File: src/rtl/thermal_pin_config_defines.vh
`ifndef THERMAL_PIN_CONFIG_DEFINES_VH
`define THERMAL_PIN_CONFIG_DEFINES_VH

// Register offsets.
`define ADDR_TIMER_STATUS     8'h79
`define ADDR_TIME_LIMIT       8'h7A
`define ADDR_PULSE_SELECT     8'h7B
`define ADDR_FORMAT_CONFIG    8'h7C

// Reset values.
`define RST_TIME_LIMIT        8'h00
`define RST_PULSE_SELECT      8'h55
`define RST_FORMAT_CONFIG     8'h01
`define RST_BYTE              8'h00

// Configuration field positions.
`define CFG_SIGNED_FORMAT     0
`define CFG_OFFSET_SCALE      1
`define CFG_SPARE_DIRECTION   2
`define CFG_SPARE_POLARITY    3
`define CFG_VID_FUNCTION      4
`define CFG_REMOTE_ONE_OE     5
`define CFG_LOCAL_OE          6
`define CFG_REMOTE_TWO_OE     7

// Pulse count field width, count width and the base added to each fan field.
`define FAN_FIELD_W           2
`define FAN_COUNT_W           3
`define FAN_COUNT_BASE        3'h1

// Format minimum values that disable a channel's over-temperature output.
`define MIN_OFFSET64_RAW      8'h00
`define MIN_TWOS_RAW          8'h80
`define SIGN_FLIP             8'h80

// Timing: one timer unit is 22.76 ms, the clock period is 40 ns.
`define TIMER_UNIT_NS         22760000
`define CLK_PERIOD_NS         40
`define TIMER_UNIT_CYCLES     (`TIMER_UNIT_NS / `CLK_PERIOD_NS)

// Timer status reports full count once two units (45.52 ms) have elapsed.
`define TIMER_REPORT_MIN      8'h02
`define TIMER_MAX             8'hFF
`define TIMER_ONE             8'h01
`define ZERO_BYTE             8'h00

`endif

File: src/rtl/thermal_pin_config_registers.v
`timescale 1ns/1ps
`include "thermal_pin_config_defines.vh"

module thermal_pin_config_registers
#(
  parameter UNIT_CYCLES = `TIMER_UNIT_CYCLES
)
(
  // Clock and reset.
  input  wire       mclk,
  input  wire       rst,
  // Register port from the serial interface.
  input  wire [7:0] reg_addr,
  input  wire [7:0] reg_wdata,
  input  wire       reg_wr,
  input  wire       reg_rd,
  output reg  [7:0] reg_rdata,
  // Format configuration lock bit (gates writes to 0x7C only) and interrupt status clear.
  input  wire       config_lock,
  input  wire       flag_clear,
  output reg        overtemp_time_flag,
  // Over-temperature pin, open drain, active low.
  input  wire       overtemp_signal_in,
  output reg        overtemp_signal_out,
  output reg        overtemp_signal_oe,
  // Temperature readings and over-temperature limits.
  input  wire [7:0] local_temp,
  input  wire [7:0] remote_one_temp,
  input  wire [7:0] remote_two_temp,
  input  wire [7:0] local_limit,
  input  wire [7:0] remote_one_limit,
  input  wire [7:0] remote_two_limit,
  // Spare pin.
  input  wire       spare_pin_enable,
  input  wire       spare_pin_assert,
  input  wire       spare_pin_io_in,
  output reg        spare_pin_io_out,
  output reg        spare_pin_io_oe,
  output reg        spare_pin_level,
  // Configuration seen by the rest of the chip.
  output reg        signed_format_select,
  output reg        offset_full_degree,
  output reg        voltage_id_pin_function_select,
  output reg  [2:0] fan_one_pulse_count,
  output reg  [2:0] fan_two_pulse_count,
  output reg  [2:0] fan_three_pulse_count,
  output reg  [2:0] fan_four_pulse_count
);

  reg  [7:0] assert_time_limit_field;
  reg  [7:0] tach_pulse_count_select;
  reg  [7:0] format_and_pin_config;

  // Three-stage synchronisers for the two pins.
  reg  [2:0] overtemp_sync;
  reg  [2:0] spare_sync;
  reg        overtemp_level;
  reg        spare_in_level;
  reg        overtemp_level_d;

  wire [7:0] assertion_duration_count;
  wire       assertion_seen_bit;
  wire       status_read;
  wire [7:0] timer_status;
  wire       local_hot;
  wire       remote_one_hot;
  wire       remote_two_hot;
  wire       any_hot;
  wire       limit_exceeded;
  wire       zero_limit_hit;
  wire       spare_out_level;
  wire [4*`FAN_COUNT_W-1:0] next_fan_counts;
  wire [`FAN_COUNT_W-1:0]   fan_counts [0:3];

  // Compare a reading with a limit in the currently selected format.
  function exceeds;
    input [7:0] temp;
    input [7:0] limit;
    input       twos;
    begin
      // Flipping the sign bit turns a signed compare into an unsigned one.
      if (twos)
        exceeds = ((temp ^ `SIGN_FLIP) > (limit ^ `SIGN_FLIP));
      else
        exceeds = (temp > limit);
    end
  endfunction

  // A limit at the format's minimum disables that channel.
  function limit_disabled;
    input [7:0] limit;
    input       twos;
    begin
      if (twos)
        limit_disabled = (limit == `MIN_TWOS_RAW);
      else
        limit_disabled = (limit == `MIN_OFFSET64_RAW);
    end
  endfunction

  // Per-channel output drive.
  function channel_hot;
    input [7:0] temp;
    input [7:0] limit;
    input       enable;
    input       twos;
    begin
      channel_hot = enable && !limit_disabled(limit, twos) && exceeds(temp, limit, twos);
    end
  endfunction

  assign local_hot      = channel_hot(local_temp, local_limit,
                            format_and_pin_config[`CFG_LOCAL_OE],
                            format_and_pin_config[`CFG_SIGNED_FORMAT]);
  assign remote_one_hot = channel_hot(remote_one_temp, remote_one_limit,
                            format_and_pin_config[`CFG_REMOTE_ONE_OE],
                            format_and_pin_config[`CFG_SIGNED_FORMAT]);
  assign remote_two_hot = channel_hot(remote_two_temp, remote_two_limit,
                            format_and_pin_config[`CFG_REMOTE_TWO_OE],
                            format_and_pin_config[`CFG_SIGNED_FORMAT]);
  assign any_hot        = local_hot | remote_one_hot | remote_two_hot;

  // Timer status reads the seen bit alone until two units have elapsed.
  assign timer_status = (assertion_duration_count >= `TIMER_REPORT_MIN) ?
                        assertion_duration_count :
                        {7'h00, assertion_seen_bit};
  assign status_read  = reg_rd && (reg_addr == `ADDR_TIMER_STATUS);

  // A non-zero limit is judged in whole timer units; zero uses the edge path below.
  assign limit_exceeded = (assert_time_limit_field != `ZERO_BYTE) &&
                          (assertion_duration_count > assert_time_limit_field);
  assign zero_limit_hit = (assert_time_limit_field == `ZERO_BYTE) &&
                          overtemp_level && !overtemp_level_d;

  assign spare_out_level = spare_pin_assert ~^
                           format_and_pin_config[`CFG_SPARE_POLARITY];

  genvar fan;
  generate
    for (fan = 0; fan < 4; fan = fan + 1)
    begin : fan_decode
      assign fan_counts[fan] = {1'b0, tach_pulse_count_select[
                                 fan*`FAN_FIELD_W +: `FAN_FIELD_W]}
                               + `FAN_COUNT_BASE;
    end
  endgenerate
  assign next_fan_counts = {fan_counts[3], fan_counts[2], fan_counts[1], fan_counts[0]};

  overtemp_duration_timer
  #(
    .UNIT_CYCLES (UNIT_CYCLES)
  )
  u_timer
  (
    .mclk                     (mclk),
    .rst                      (rst),
    .asserted                 (overtemp_level),
    .clear                    (status_read),
    .assertion_duration_count (assertion_duration_count),
    .assertion_seen_bit       (assertion_seen_bit)
  );

  // Pin synchronisers; a level changes only when stages two and three agree.
  always @(posedge mclk)
  begin
    if (rst)
    begin
      overtemp_sync    <= 3'h7;
      spare_sync       <= 3'h0;
      overtemp_level   <= 1'b0;
      overtemp_level_d <= 1'b0;
      spare_in_level   <= 1'b0;
    end
    else
    begin
      overtemp_sync    <= {overtemp_sync[1:0], overtemp_signal_in};
      spare_sync       <= {spare_sync[1:0], spare_pin_io_in};
      // The pin is active low, so both stages low means asserted.
      if (overtemp_sync[1] == overtemp_sync[2])
        overtemp_level <= ~overtemp_sync[2];
      if (spare_sync[1] == spare_sync[2])
        spare_in_level <= spare_sync[2];
      overtemp_level_d <= overtemp_level;
    end
  end

  // Register writes.
  always @(posedge mclk)
  begin
    if (rst)
    begin
      assert_time_limit_field <= `RST_TIME_LIMIT;
      tach_pulse_count_select <= `RST_PULSE_SELECT;
      format_and_pin_config   <= `RST_FORMAT_CONFIG;
    end
    else if (reg_wr)
    begin
      case (reg_addr)
        `ADDR_TIME_LIMIT:
          assert_time_limit_field <= reg_wdata;
        `ADDR_PULSE_SELECT:
          tach_pulse_count_select <= reg_wdata;
        `ADDR_FORMAT_CONFIG:
          // A locked configuration keeps its value; the write is dropped silently.
          if (!config_lock)
            format_and_pin_config <= reg_wdata;
        default:
          assert_time_limit_field <= assert_time_limit_field;
      endcase
    end
  end

  // Register reads; unmapped offsets return zero.
  always @(posedge mclk)
  begin
    if (rst)
      reg_rdata <= `RST_BYTE;
    else if (reg_rd)
    begin
      case (reg_addr)
        `ADDR_TIMER_STATUS:
          reg_rdata <= timer_status;
        `ADDR_TIME_LIMIT:
          reg_rdata <= assert_time_limit_field;
        `ADDR_PULSE_SELECT:
          reg_rdata <= tach_pulse_count_select;
        `ADDR_FORMAT_CONFIG:
          reg_rdata <= format_and_pin_config;
        default:
          reg_rdata <= `ZERO_BYTE;
      endcase
    end
  end

  // Interrupt flag; a new event in the clearing cycle wins over the clear.
  always @(posedge mclk)
  begin
    if (rst)
      overtemp_time_flag <= 1'b0;
    else if (limit_exceeded || zero_limit_hit)
      overtemp_time_flag <= 1'b1;
    else if (flag_clear)
      overtemp_time_flag <= 1'b0;
  end

  // Over-temperature pin drive, registered.
  always @(posedge mclk)
  begin
    if (rst)
    begin
      overtemp_signal_out <= 1'b0;
      overtemp_signal_oe  <= 1'b0;
    end
    else
    begin
      // Open drain: the pin is only ever pulled low, never driven high.
      overtemp_signal_out <= 1'b0;
      // The drive lags the compare by one cycle so the pin never glitches.
      overtemp_signal_oe  <= any_hot;
    end
  end

  // Spare pin drive and its sampled level.
  always @(posedge mclk)
  begin
    if (rst)
    begin
      spare_pin_io_out <= 1'b0;
      spare_pin_io_oe  <= 1'b0;
      spare_pin_level  <= 1'b0;
    end
    else
    begin
      spare_pin_io_out <= spare_out_level;
      spare_pin_io_oe  <= spare_pin_enable &&
                          format_and_pin_config[`CFG_SPARE_DIRECTION];
      // The level is registered once more so the output is a plain flip-flop.
      spare_pin_level  <= spare_in_level;
    end
  end

  // Configuration copies seen by the rest of the chip.
  always @(posedge mclk)
  begin
    if (rst)
    begin
      signed_format_select           <= 1'b1;
      offset_full_degree             <= 1'b0;
      voltage_id_pin_function_select <= 1'b0;
    end
    else
    begin
      signed_format_select           <= format_and_pin_config[`CFG_SIGNED_FORMAT];
      offset_full_degree             <= format_and_pin_config[`CFG_OFFSET_SCALE];
      voltage_id_pin_function_select <= format_and_pin_config[`CFG_VID_FUNCTION];
    end
  end

  // Fan pulse counts; users see a count, never the raw two-bit code.
  always @(posedge mclk)
  begin
    if (rst)
    begin
      fan_one_pulse_count   <= `FAN_COUNT_BASE;
      fan_two_pulse_count   <= `FAN_COUNT_BASE;
      fan_three_pulse_count <= `FAN_COUNT_BASE;
      fan_four_pulse_count  <= `FAN_COUNT_BASE;
    end
    else
    begin
      fan_one_pulse_count   <= next_fan_counts[0 +: `FAN_COUNT_W];
      fan_two_pulse_count   <= next_fan_counts[`FAN_COUNT_W +: `FAN_COUNT_W];
      fan_three_pulse_count <= next_fan_counts[2*`FAN_COUNT_W +: `FAN_COUNT_W];
      fan_four_pulse_count  <= next_fan_counts[3*`FAN_COUNT_W +: `FAN_COUNT_W];
    end
  end

endmodule

File: src/rtl/overtemp_duration_timer.v
`timescale 1ns/1ps
`include "thermal_pin_config_defines.vh"

module overtemp_duration_timer
#(
  parameter UNIT_CYCLES = `TIMER_UNIT_CYCLES
)
(
  // Clock and reset.
  input  wire       mclk,
  input  wire       rst,
  // Control.
  input  wire       asserted,
  input  wire       clear,
  // Result.
  output reg  [7:0] assertion_duration_count,
  output reg        assertion_seen_bit
);

  reg  [31:0] prescale;
  wire        unit_done;
  wire        rose;
  reg         asserted_d;

  assign unit_done = (prescale == UNIT_CYCLES - 1);
  assign rose      = asserted & ~asserted_d;

  always @(posedge mclk)
  begin
    if (rst)
    begin
      prescale                 <= 32'h0;
      asserted_d               <= 1'b0;
      assertion_duration_count <= `ZERO_BYTE;
      assertion_seen_bit       <= 1'b0;
    end
    else
    begin
      asserted_d <= asserted;
      // A fresh assertion in the clearing cycle must still be recorded.
      if (rose)
        assertion_seen_bit <= 1'b1;
      else if (clear)
        assertion_seen_bit <= 1'b0;
      if (!asserted || unit_done)
        prescale <= 32'h0;
      else
        prescale <= prescale + 32'h1;
      // The count saturates rather than wrapping so a long assertion never looks short.
      if (asserted && unit_done && assertion_duration_count != `TIMER_MAX)
        assertion_duration_count <= assertion_duration_count + `TIMER_ONE;
      else if (clear)
        assertion_duration_count <= `ZERO_BYTE;
    end
  end

endmodule

File: config.mk
export PLATFORM = sky130hd
export DESIGN_NAME = thermal_pin_config_registers
export DESIGN_NICKNAME = d
export VERILOG_FILES = /design/src/rtl/thermal_pin_config_registers.v /design/src/rtl/overtemp_duration_timer.v
export VERILOG_INCLUDE_DIRS = /design/src /design/src/rtl
export SDC_FILE = /design/constraint.sdc
export NUM_CORES = 1
export LEC_CHECK = 0
export BUFFER_PORTS_ARGS = -buffer_cell sky130_fd_sc_hd__buf_2
export CORE_UTILIZATION = 55
export DETAILED_ROUTE_END_ITERATION = 10
export GPL_TIMING_DRIVEN = 0
export PLACE_DENSITY = 0.82
export SLEW_MARGIN = 20
export SYNTH_ARGS = -nofsm -noshare
export SYNTH_HDL_FRONTEND = slang
export SYNTH_SLANG_ARGS = --single-unit
File: constraint.sdc
create_clock -name mclk -period 2 [get_ports mclk]
set_input_delay 0.2 -clock mclk [delete_from_list [all_inputs] [get_ports mclk]]
set_output_delay 0.2 -clock mclk [all_outputs]
set_load 0.01 [all_outputs]
== After elaboration in Yosys (flattened, before gate mapping) ==
Index checks and enable logic that the tools add are counted.
Storage, ports and cells
  flip-flop bits (word level): 102
  bits of input ports: 74
  output and inout port bits: 29
  logic and storage cells: 108
Cells by class
  add/subtract/negate cells: 6
  order comparisons: 8
  equal/unequal tests: 11
  muxes and demuxes: 14
  bitwise gates (word level): 13
  reductions and logical operators: 32
Operator list (number)
  $gt A8 B8 Y1: 7
  $add A32 B1 Y32 const B: 1
  $eq A32 B20 Y1 const B: 1
  $eq A8 B7 Y1 const B: 4
  $logic_not A8 Y1: 4
  $pmux W8 S4: 1
  $eq A8 B8 Y1 const B: 3
  $mux W8: 3
  $logic_and A1 B1 Y1: 13
  $add A2 B1 Y3 const B: 4
  $mux W1: 10
  $not A1 Y1: 9
  $add A8 B1 Y8 const B: 1
  $ge A8 B2 Y1 const B: 1
  $ne A8 B8 Y1 const B: 1
  $reduce_bool A8 Y1: 1
  $reduce_bool A2 Y1: 3
  $logic_not A1 Y1: 5
  $reduce_and A2 Y1: 2
  $reduce_and A3 Y1: 1
  $eq A1 B1 Y1: 2
  $logic_or A1 B1 Y1: 2
  $or A1 B1 Y1: 2
  $reduce_or A2 Y1: 1
  2 further kinds: 2

== Logic depth before layout (Yosys ltp) ==
Gate-level depths: netlist (run 1).
  word-level depth: 7
  gate-level depth with buffers: 7
  gate-level depth less buffers: 7

== Cells and area by module ==
From an unflattened synthesis (run 1), not the netlist that was laid out.
Unflattened totals
  cell total of the unflattened synthesis: 594
  area total of the unflattened synthesis: 5370.2 µm²
By module, submodules not included
  thermal_pin_config_registers: instances 1, cells each 368, area an instance 3389.5 µm², seq. area each 1221.2 µm²
  overtemp_duration_timer: instances 1, cells each 226, area an instance 1980.6 µm², seq. area each 840.8 µm²

== Worst setup path before layout (run 1) ==
No wires, ideal clock.
  path kind: register to register
  start point: register u_timer.assertion_duration_count[1]
  end point: register u_timer.assertion_duration_count[4]
  setup time: 0.120 ns
  arrival: 1.682 ns
  data required time: 1.880 ns
  path slack: 0.199 ns
  stages on the path, launching flop included: 7
  path buffers: 0
  clock period less this slack: 1.801 ns
  cells stage by stage: dfxtp_1 ha_1 nand3_1 or3_1 nand4b_4 nor3_1 a211o_1
On the way
  word-level cells in the longest chain between the ends: 3
  elaborated cells on any way between the ends: 5
  classes of those cells: add/sub (1); eq/ne (1); mux (1); reduce/logical (2)
Ends and longest elaborated chain
  from (decl): line overtemp_duration_timer.v:16  | output reg [7:0] assertion_duration_count,
  from (signal assigned): line overtemp_duration_timer.v:34  | assertion_duration_count <= `ZERO_BYTE;
  from (signal assigned): line overtemp_duration_timer.v:51  | assertion_duration_count <= assertion_duration_count + `TIMER_ONE;
  from (signal assigned): line overtemp_duration_timer.v:53  | assertion_duration_count <= `ZERO_BYTE;
  branches (longest 3 deep; another with $add A8 B1 Y8)
Several ways; the timed one is not identified.
A chain may end at the register's enable or synchronous reset.

== Worst setup path in the final report (run 1) ==
  start point: register u_timer.prescale[14]
  end point: register u_timer.assertion_duration_count[2]
On the way
  word-level cells in the longest chain between the ends: 4
  elaborated cells on any way between the ends: 5
  classes of those cells: eq/ne (1); mux (1); reduce/logical (3)
Ends and longest elaborated chain
  from (decl): line overtemp_duration_timer.v:20  | reg [31:0] prescale;
  from (signal assigned): line overtemp_duration_timer.v:48  | prescale <= prescale + 32'h1;
  $eq A32 B20 Y1 *: line overtemp_duration_timer.v:25  | assign unit_done = (prescale == UNIT_CYCLES - 1);
  $logic_and A1 B1 Y1 *: line overtemp_duration_timer.v:50  | if (asserted && unit_done && assertion_duration_count != `TIMER_MAX)
  $logic_and A1 B1 Y1 (no line) *
  $mux W8 or $reduce_bool A2 Y1 (tied branches)
Every way passes the cells marked *; elsewhere a longest branch is shown, timed or not.

==> reports/metrics.yaml, run 1 <==
grt_start_max_net_pins: 17
post-route-period-util_pct: 96.7
core_mm2: 0.00924
grt_pass1_wl_um: 20700
slew_hr_pct: 55.5
timing.setup.tns_ps: 0
peakVddDrop_mv: 0.299
antenna_found_initial: 0
synthFlopType: "sky130_fd_sc_hd__dfxtp_1"
most_frequent_cells_in_the_layout: "sky130_fd_sc_hd__buf_2 (105), sky130_fd_sc_hd__dfxtp_1 (100), sky130_fd_sc_hd__nor2_1 (62)"
drt_first_iter_violations: 278
aggregate_global_routing_overflow: 0
synth_xor_area_share_pct: 5.98
post_synth_mux_area_share_pct: 1.73
cell_pwr_density_mw_per_mm2: 580
critical_path_class: "flop to flop"
yosysSeqAreaShare_pct: 38.8
timing.hold.ws_ps: 54.8
path_category_of_the_worst_min_delay_check: "input pin to flop"
run_status: "finished with violations"
detail_route.drc_violations: 1
synth.net_count: 719
finalMaxSlewViolations: 0
synth_compound_gate_area_share_pct: 10.9
crit_path_start_kind: "flop"
final_hold_viol_count: 0
numPortBuffers: 100
post_synth_and_or_nand_nor_area_fraction_pct: 28.0
globalplace.congestion: 0.874
fin_crit_ps: 1930
netlist_instances: 603
clock_tree_from_tritoncts: "done"
drive_above_1_share_pct: 21.3
setup_viol: 0
max_cap_viol_count: 0
synthDistinctLibCells: 53
critical-path-top-cell-by-count: "sky130_fd_sc_hd__buf_4"
ioPinCount: 103
viasPerCell: 5.72
timing.critical_path.arrival_ps: 2200
cts_root_buffer: "sky130_fd_sc_hd__clkbuf_8"
routed-via-count: 4867
rows: 35
synthArstFlopShare_pct: 0
mappedNetlistArea_mm2: 0.00527
synth_fa_ha_area_share_pct: 9.97
clkSinkCount: 102
detailed_route_wl_um: 12600
firstDrtPassIters: 8
die_area_mm2: 0.00998
floorplan.initialDensity_pct: 57.0
clkLatencyLatePin_ps: 360
slowest_stage: "sky130_fd_sc_hd__dfxtp_1"
detail-route-antenna-nets: 0
clock_tree.buffer_depth: 2
cts_buffers: 9
max_clock_freq_ghz: 0.517
timing.clock.skew_ps: 9.46
synth_enable_flop_cells: 0
n_antenna_cell: 0
postSynthRegisterBits: 102
routed_wire_length_per_instance_um: 14.8
leakage_uw: 0.00278
die-width_um: 99.9
synth.yosys.warnings: 0
crit_path_end_kind: "flop"
finalNetCount: 834
mostFrequentLayoutCell: "sky130_fd_sc_hd__buf_2"
detailedPlacementHpwl_um: 9460
crit_path_max_fanout: 7
clkTransAtPathRegs_ps: 90
post_synth.cell_area_avg_um2: 8.74
timing.critical_path.slowest_cell_delay_ps: 390
cts-htree-levels: 3
crit_path_cell_trace: "nor4bb_1, nand4_1, nor4_4, buf_4, a31oi_4, buf_4, a21o_1"
combinational_family_with_the_most_area_after_synthesis: "simple AND/OR/NAND/NOR gates"
via_count_of_the_first_global_routing_pass: 4641
failed_checks: "design-rule violations"
die_height_um: 99.9
required_ps: 2260
grt_usage_pct: 26.0
tightest_slew_ps: 665
cts_hold_buf: 0
flow.area_growth_from_synthesis_pct: 17.9
## power breakdown
part	switching [uW]	internal [uW]	leakage, uW
logic	157	138	0.00187
registers	5.34	2050	0.000827
clock network	686	574	0.0000846
## final timing paths
check,start,end,slack [ps],depth (start not counted)
setup / recovery,u_timer.prescale[14]$_SDFF_PP0_,u_timer.assertion_duration_count[2]$_SDFFE_PP0P_,70,7
hold / removal,spare_pin_enable,spare_pin_io_oe$_SDFF_PP0_,50,3
setup reg to reg,u_timer.prescale[14]$_SDFF_PP0_,u_timer.assertion_duration_count[2]$_SDFFE_PP0P_,70,7
hold reg to reg,overtemp_sync[0]$_SDFF_PP1_,overtemp_sync[1]$_SDFF_PP1_,420,1
## synth_stat cells (all sizes together) (2+ instances only)
cell type / n / area share [%]
nor3: 10 / 1.1
o21a: 3 / 0.43
o2bb2ai: 2 / 0.33
o21ai: 10 / 0.95
mux2i: 8 / 1.5
a222oi: 8 / 1.5
a211o: 4 / 0.66
nand4: 25 / 3.0
and2: 2 / 0.24
nand2: 57 / 4.1
and3: 7 / 0.83
nor4bb: 3 / 0.57
nand4b: 4 / 0.95
xnor2: 7 / 1.2
nand3: 37 / 3.5
nor4: 13 / 2.4
nand2b: 7 / 0.83
nor2: 62 / 4.4
clkbuf: 9 / 0.64
inv: 39 / 2.8
dfxtp: 102 / 39
xor2: 29 / 4.8
nand3b: 4 / 0.57
ha: 42 / 10
a31oi: 4 / 0.76
nor4b: 2 / 0.33
a21oi: 29 / 2.8
or2: 6 / 0.71
buf: 10 / 1.1
a21o: 5 / 0.71
nor3b: 2 / 0.28
or4: 2 / 0.28
a221o: 2 / 0.38
o211ai: 5 / 0.71
nor2b: 24 / 2.8
a22o: 7 / 1.2
## per-stage QoR
step / std cells / utilization, % / cell area (um2) / setup slack (ps) / total power [uW]
after global placement: 832 / 64.2 / 5930 / -29.7 / 2370
after global routing: 851 / 67.2 / 6210 / -28.6 / 3740
after CTS: 847 / 66.3 / 6130 / 26.8 / 3620
final: 851 / 67.2 / 6210 / 65.4 / 3610
after detailed placement: 832 / 64.2 / 5930 / -116 / 2390
after floorplan: 603 / - / 5270 / 199 / 2250
## metal layers
| metal | wire, um | up-vias | global-route usage [%] | share of wire (%) |
|---|---|---|---|---|
| li1 | - | 2363 | - | - |
| met1 | 5110 | 2265 | 28.5 | 41 |
| met2 | 6380 | 205 | 47.7 | 51 |
| met3 | 717 | 34 | 4.60 | 5.7 |
| met4 | 397 | 0 | 13.7 | 3.1 |
| met5 | 0 | - | 0 | 0 |
## state kept, by name, indices dropped and copies added (netlist names), 8 cells and up
register                          flops
u_timer.prescale                     32
u_timer.assertion_duration_count      8
tach_pulse_count_select               8
reg_rdata                             8
assert_time_limit_field               8
format_and_pin_config                 8
## what timing repair did
item                       in CTS  in global routing
setup buffers                   0                  4
resized for setup               3                 10
setup endpoints to repair      32                 36
pin swaps                       0                  5
## critical path: cells and delay by family (launching register included)
kind,cells,cell delay [ps]
flops,1,390
buf+inv,2,350
simple gates,3,810
compound gates,2,290
## cells by family after synthesis
| group | after synthesis |
|---|---|
| flip-flops | 102 |
| AND/OR/NAND/NOR | 273 |
| buffers and inverters | 58 |
| other | 1 |
| XOR/XNOR | 36 |
| multiplexers | 9 |
| adder cells (fa/ha/maj) | 42 |
| AO/OA/AOI/OAI | 82 |
## final cells by class
class | count | area, um2
Multi-Input combinational cell | 443 | 3050
Fill cell | 746 | 3030
Sequential cell | 102 | 2040
Timing Repair Buffer | 104 | 531
Tap cell | 129 | 161
Inverter | 39 | 146
Clock buffer | 10 | 128
Buffer | 19 | 92.6
Clock inverter | 5 | 61.3
No activity file was read; power rests on OpenSTA's default activity.
==> inputs of run 2 (changes only) <==
==> constraint.sdc (replaced) <==
create_clock -name mclk -period 2.1 [get_ports mclk]
set_input_delay 0.21 -clock mclk [delete_from_list [all_inputs] [get_ports mclk]]
set_output_delay 0.21 -clock mclk [all_outputs]
set_load 0.01 [all_outputs]
==> run 2 against run 1 <==
  * Largest cell class unchanged
  * Global-route usage unchanged
  * The run now ends clean
  * Largest power group unchanged
  * Highest routed layer unchanged
  * Setup slack better by 82 ps
  * Final area shrank 0.89%
  * Worst hold slack better by 1.5 ps
  * Fmax decreased by 0.92%
==> reports/metrics.yaml, run 2 (same netlist as run 1, synthesis figures left out) <==
run_status: "finished clean"
detailed_route_wl_um: 12500  # -0.98%
setup_ws_ps: 147  # +82.0 ps
core_mm2: 0.00924  # unchanged
grt_start_max_net_pins: 17  # unchanged
clock_power_share_pct: 35.2  # +0.3 points
critical_path_class: "flop to flop"
non_filler_instance_count_after_layout: 847  # -0.47%
crit_reg_reg_startpoint: "u_timer.assertion_duration_count[1]$_SDFFE_PP0P_"
die_area_mm2: 0.00998  # unchanged
cts_root_buffer: "sky130_fd_sc_hd__clkbuf_8"
routed-via-count: 4816  # -1.0%
via_count_of_the_first_global_routing_pass: 4641  # unchanged
r2r.worst_path.cells: 6  # -1
peakVddDrop_mv: 0.287  # -3.8%
floorplan.initialDensity_pct: 57.0  # unchanged
clock_tree.buffer_depth: 2  # unchanged
timing.critical_path.slowest_cell_delay_ps: 510  # +120 ps
cts-htree-levels: 3  # unchanged
timing.critical_path.arrival_ps: 2220  # +20 ps
grt_pass1_wl_um: 20700  # unchanged
rows: 35  # unchanged
cts_post_setup_buffers_inserted: 0  # unchanged
tightest_slew_ps: 676  # +10.9 ps
antenna_found_initial: 0  # unchanged
max_clock_freq_ghz: 0.512  # -0.92%
timing.hold.ws_ps: 56.3  # +1.54 ps
cell_pwr_density_mw_per_mm2: 560  # -3.6%
dpl_worst_slack_ps: -15.8  # +100 ps
globalplace.congestion: 0.874  # unchanged
internal_power_uw: 2620  # -4.8%
crit_path_start_kind: "flop"
fill_cells: 757  # +1.5%
finalNetCount: 830  # -0.48%
hp-start: "spare_pin_enable"
largest_reg_flops: 32  # unchanged
numPortBuffers: 100  # unchanged
share_seq_of_total_power_pct: 56.7  # -0.2 points
finalMaxSlewViolations: 0  # unchanged
mostFrequentLayoutCell: "sky130_fd_sc_hd__buf_2"
worstPathBufferInverterCount: 0  # -2
final_hold_viol_count: 0  # unchanged
clkLatencyLatePin_ps: 370  # about the same
crit_path_max_fanout: 9  # +2
timing.setup.tns_ps: 0  # unchanged
fin_area_mm2: 0.00616  # -0.89%
detailedPlacementHpwl_um: 9460  # unchanged
firstDrtPassIters: 5  # -3
whs_endpoint: "spare_pin_io_oe$_SDFF_PP0_"
setup_viol: 0  # unchanged
detail-route-antenna-nets: 0  # unchanged
ioPinCount: 103  # unchanged
slew_hr_pct: 54.8  # -0.78 points
crit_path_end_kind: "flop"
max_cap_viol_count: 0  # unchanged
flow.area_growth_from_synthesis_pct: 16.9
power.share.combinational_pct: 8.1  # about the same
detail_route.drc_violations: 0  # -1
clkTransAtPathRegs_ps: 100  # about the same
holdPathStages: 3  # unchanged
grt_usage_pct: 26.0  # unchanged
post-route-period-util_pct: 93.0  # -3.7 points
switching_share_pct: 23.9  # +0.35 points
clkSinkCount: 102  # unchanged
crit_path_cell_trace: "ha_1, nand3_1, or3_1, nand4b_4, nor2_1, a211o_1"
cts_buffers: 9  # unchanged
n_antenna_cell: 0  # unchanged
drt_first_iter_violations: 243  # -13%
largest-register: "u_timer.prescale"
required_ps: 2370  # +110 ps
die-width_um: 99.9  # unchanged
r2r_setup_slack_ps: 150  # +80 ps
post-place-cells: 832  # unchanged
routed_wire_length_per_instance_um: 14.7  # -0.52%
path_category_of_the_worst_min_delay_check: "input pin to flop"
dpl-instance-area_mm2: 0.00593  # unchanged
most_frequent_cells_in_the_layout: "sky130_fd_sc_hd__buf_2 (105), sky130_fd_sc_hd__dfxtp_1 (101), sky130_fd_sc_hd__nor2_1 (62)"
critical_path.reg2reg.endpoint: "u_timer.assertion_duration_count[7]$_SDFFE_PP0P_"
slowest_stage: "sky130_fd_sc_hd__or3_1"
viasPerCell: 5.69  # -0.58%
clock_tree_from_tritoncts: "done"
die_height_um: 99.9  # unchanged
aggregate_global_routing_overflow: 0  # unchanged
cp_top_family: "simple AND/OR/NAND/NOR gates"
drive_above_1_share_pct: 20.3  # -1.0 points
leakage_uw: 0.00274  # -1.3%
cts_hold_buf: 0  # unchanged
fin_crit_ps: 1950  # +18.0 ps
timing.clock.skew_ps: 12.9  # +3.46 ps
net-switching-power_uw: 823  # -3.0%
[run 2: area by class of cell]
| cell class | count | area [um2] | share of cell area [%] |
|---|---|---|---|
| repair buffers | 100 | 500 | 8.13 |
| inverters | 39 | 146 | 2.38 |
| well taps | 129 | 161 | 2.62 |
| flip-flops and latches | 102 | 2040 | 33.2 |
| clock inverters | 5 | 61.3 | 0.996 |
| multi-input cells | 443 | 3030 | 49.1 |
| clock buffers | 10 | 128 | 2.07 |
| plain buffers | 19 | 92.6 | 1.50 |
[run 2: power groups by stage]
stage / Sequential, uW / Combinational [uW] / Clock [uW]
floorplan: 2000 / 135 / 0
global placement: 2000 / 262 / 0
detailed placement: 2000 / 275 / 0
CTS: 1950 / 277 / 1210
global route: 1960 / 315 / 1290
finish: 1950 / 279 / 1210
[run 2: worst max path at each step]
stage / end / depth (start not counted) / startpoint / slack (ps)
finish: u_timer.assertion_duration_count[7]$_SDFFE_PP0P_ / 6 / u_timer.assertion_duration_count[1]$_SDFFE_PP0P_ / 150
global route: u_timer.assertion_duration_count[7]$_SDFFE_PP0P_ / 5 / u_timer.prescale[27]$_SDFF_PP0_ / -2
CTS: u_timer.prescale[22]$_SDFF_PP0_ / 6 / u_timer.prescale[27]$_SDFF_PP0_ / 40
detailed placement: u_timer.prescale[22]$_SDFF_PP0_ / 6 / u_timer.prescale[27]$_SDFF_PP0_ / -20
global placement: u_timer.prescale[24]$_SDFF_PP0_ / 6 / u_timer.prescale[27]$_SDFF_PP0_ / 70
floorplan: u_timer.assertion_duration_count[4]$_SDFFE_PP0P_ / 6 / u_timer.assertion_duration_count[1]$_SDFFE_PP0P_ / 300
[run 2: timing repair]
item                       CTS  global route
setup endpoints to repair   30            33
pin swaps                    0             1
gates resized for setup      1             6
[run 2: worst reg2reg max path: cells and delay by family (launching register included)]
family          cells  cell delay (ps)
flops               1              430
fa+ha+maj           1              220
simple gates        4              930
compound gates      1              280
[run 2: stage by stage]
step                total power (uW)  util [%]
finish                          3450      66.6
global route                    3560      66.6
CTS                             3440      66.3
detailed placement              2270      64.2
global placement                2260      64.2
floorplan                       2140         -
[run 2: metal layers]
| layer | share of wire, % | global-route usage, % | wire length, um | up-vias |
|---|---|---|---|---|
| met2 | 50 | 47.7 | 6250 | 196 |
| li1 | - | - | - | 2357 |
| met5 | 0 | 0 | 0 | - |
| met3 | 5.6 | 4.60 | 696 | 39 |
| met1 | 41 | 28.5 | 5090 | 2224 |
| met4 | 3.5 | 13.7 | 440 | 0 |
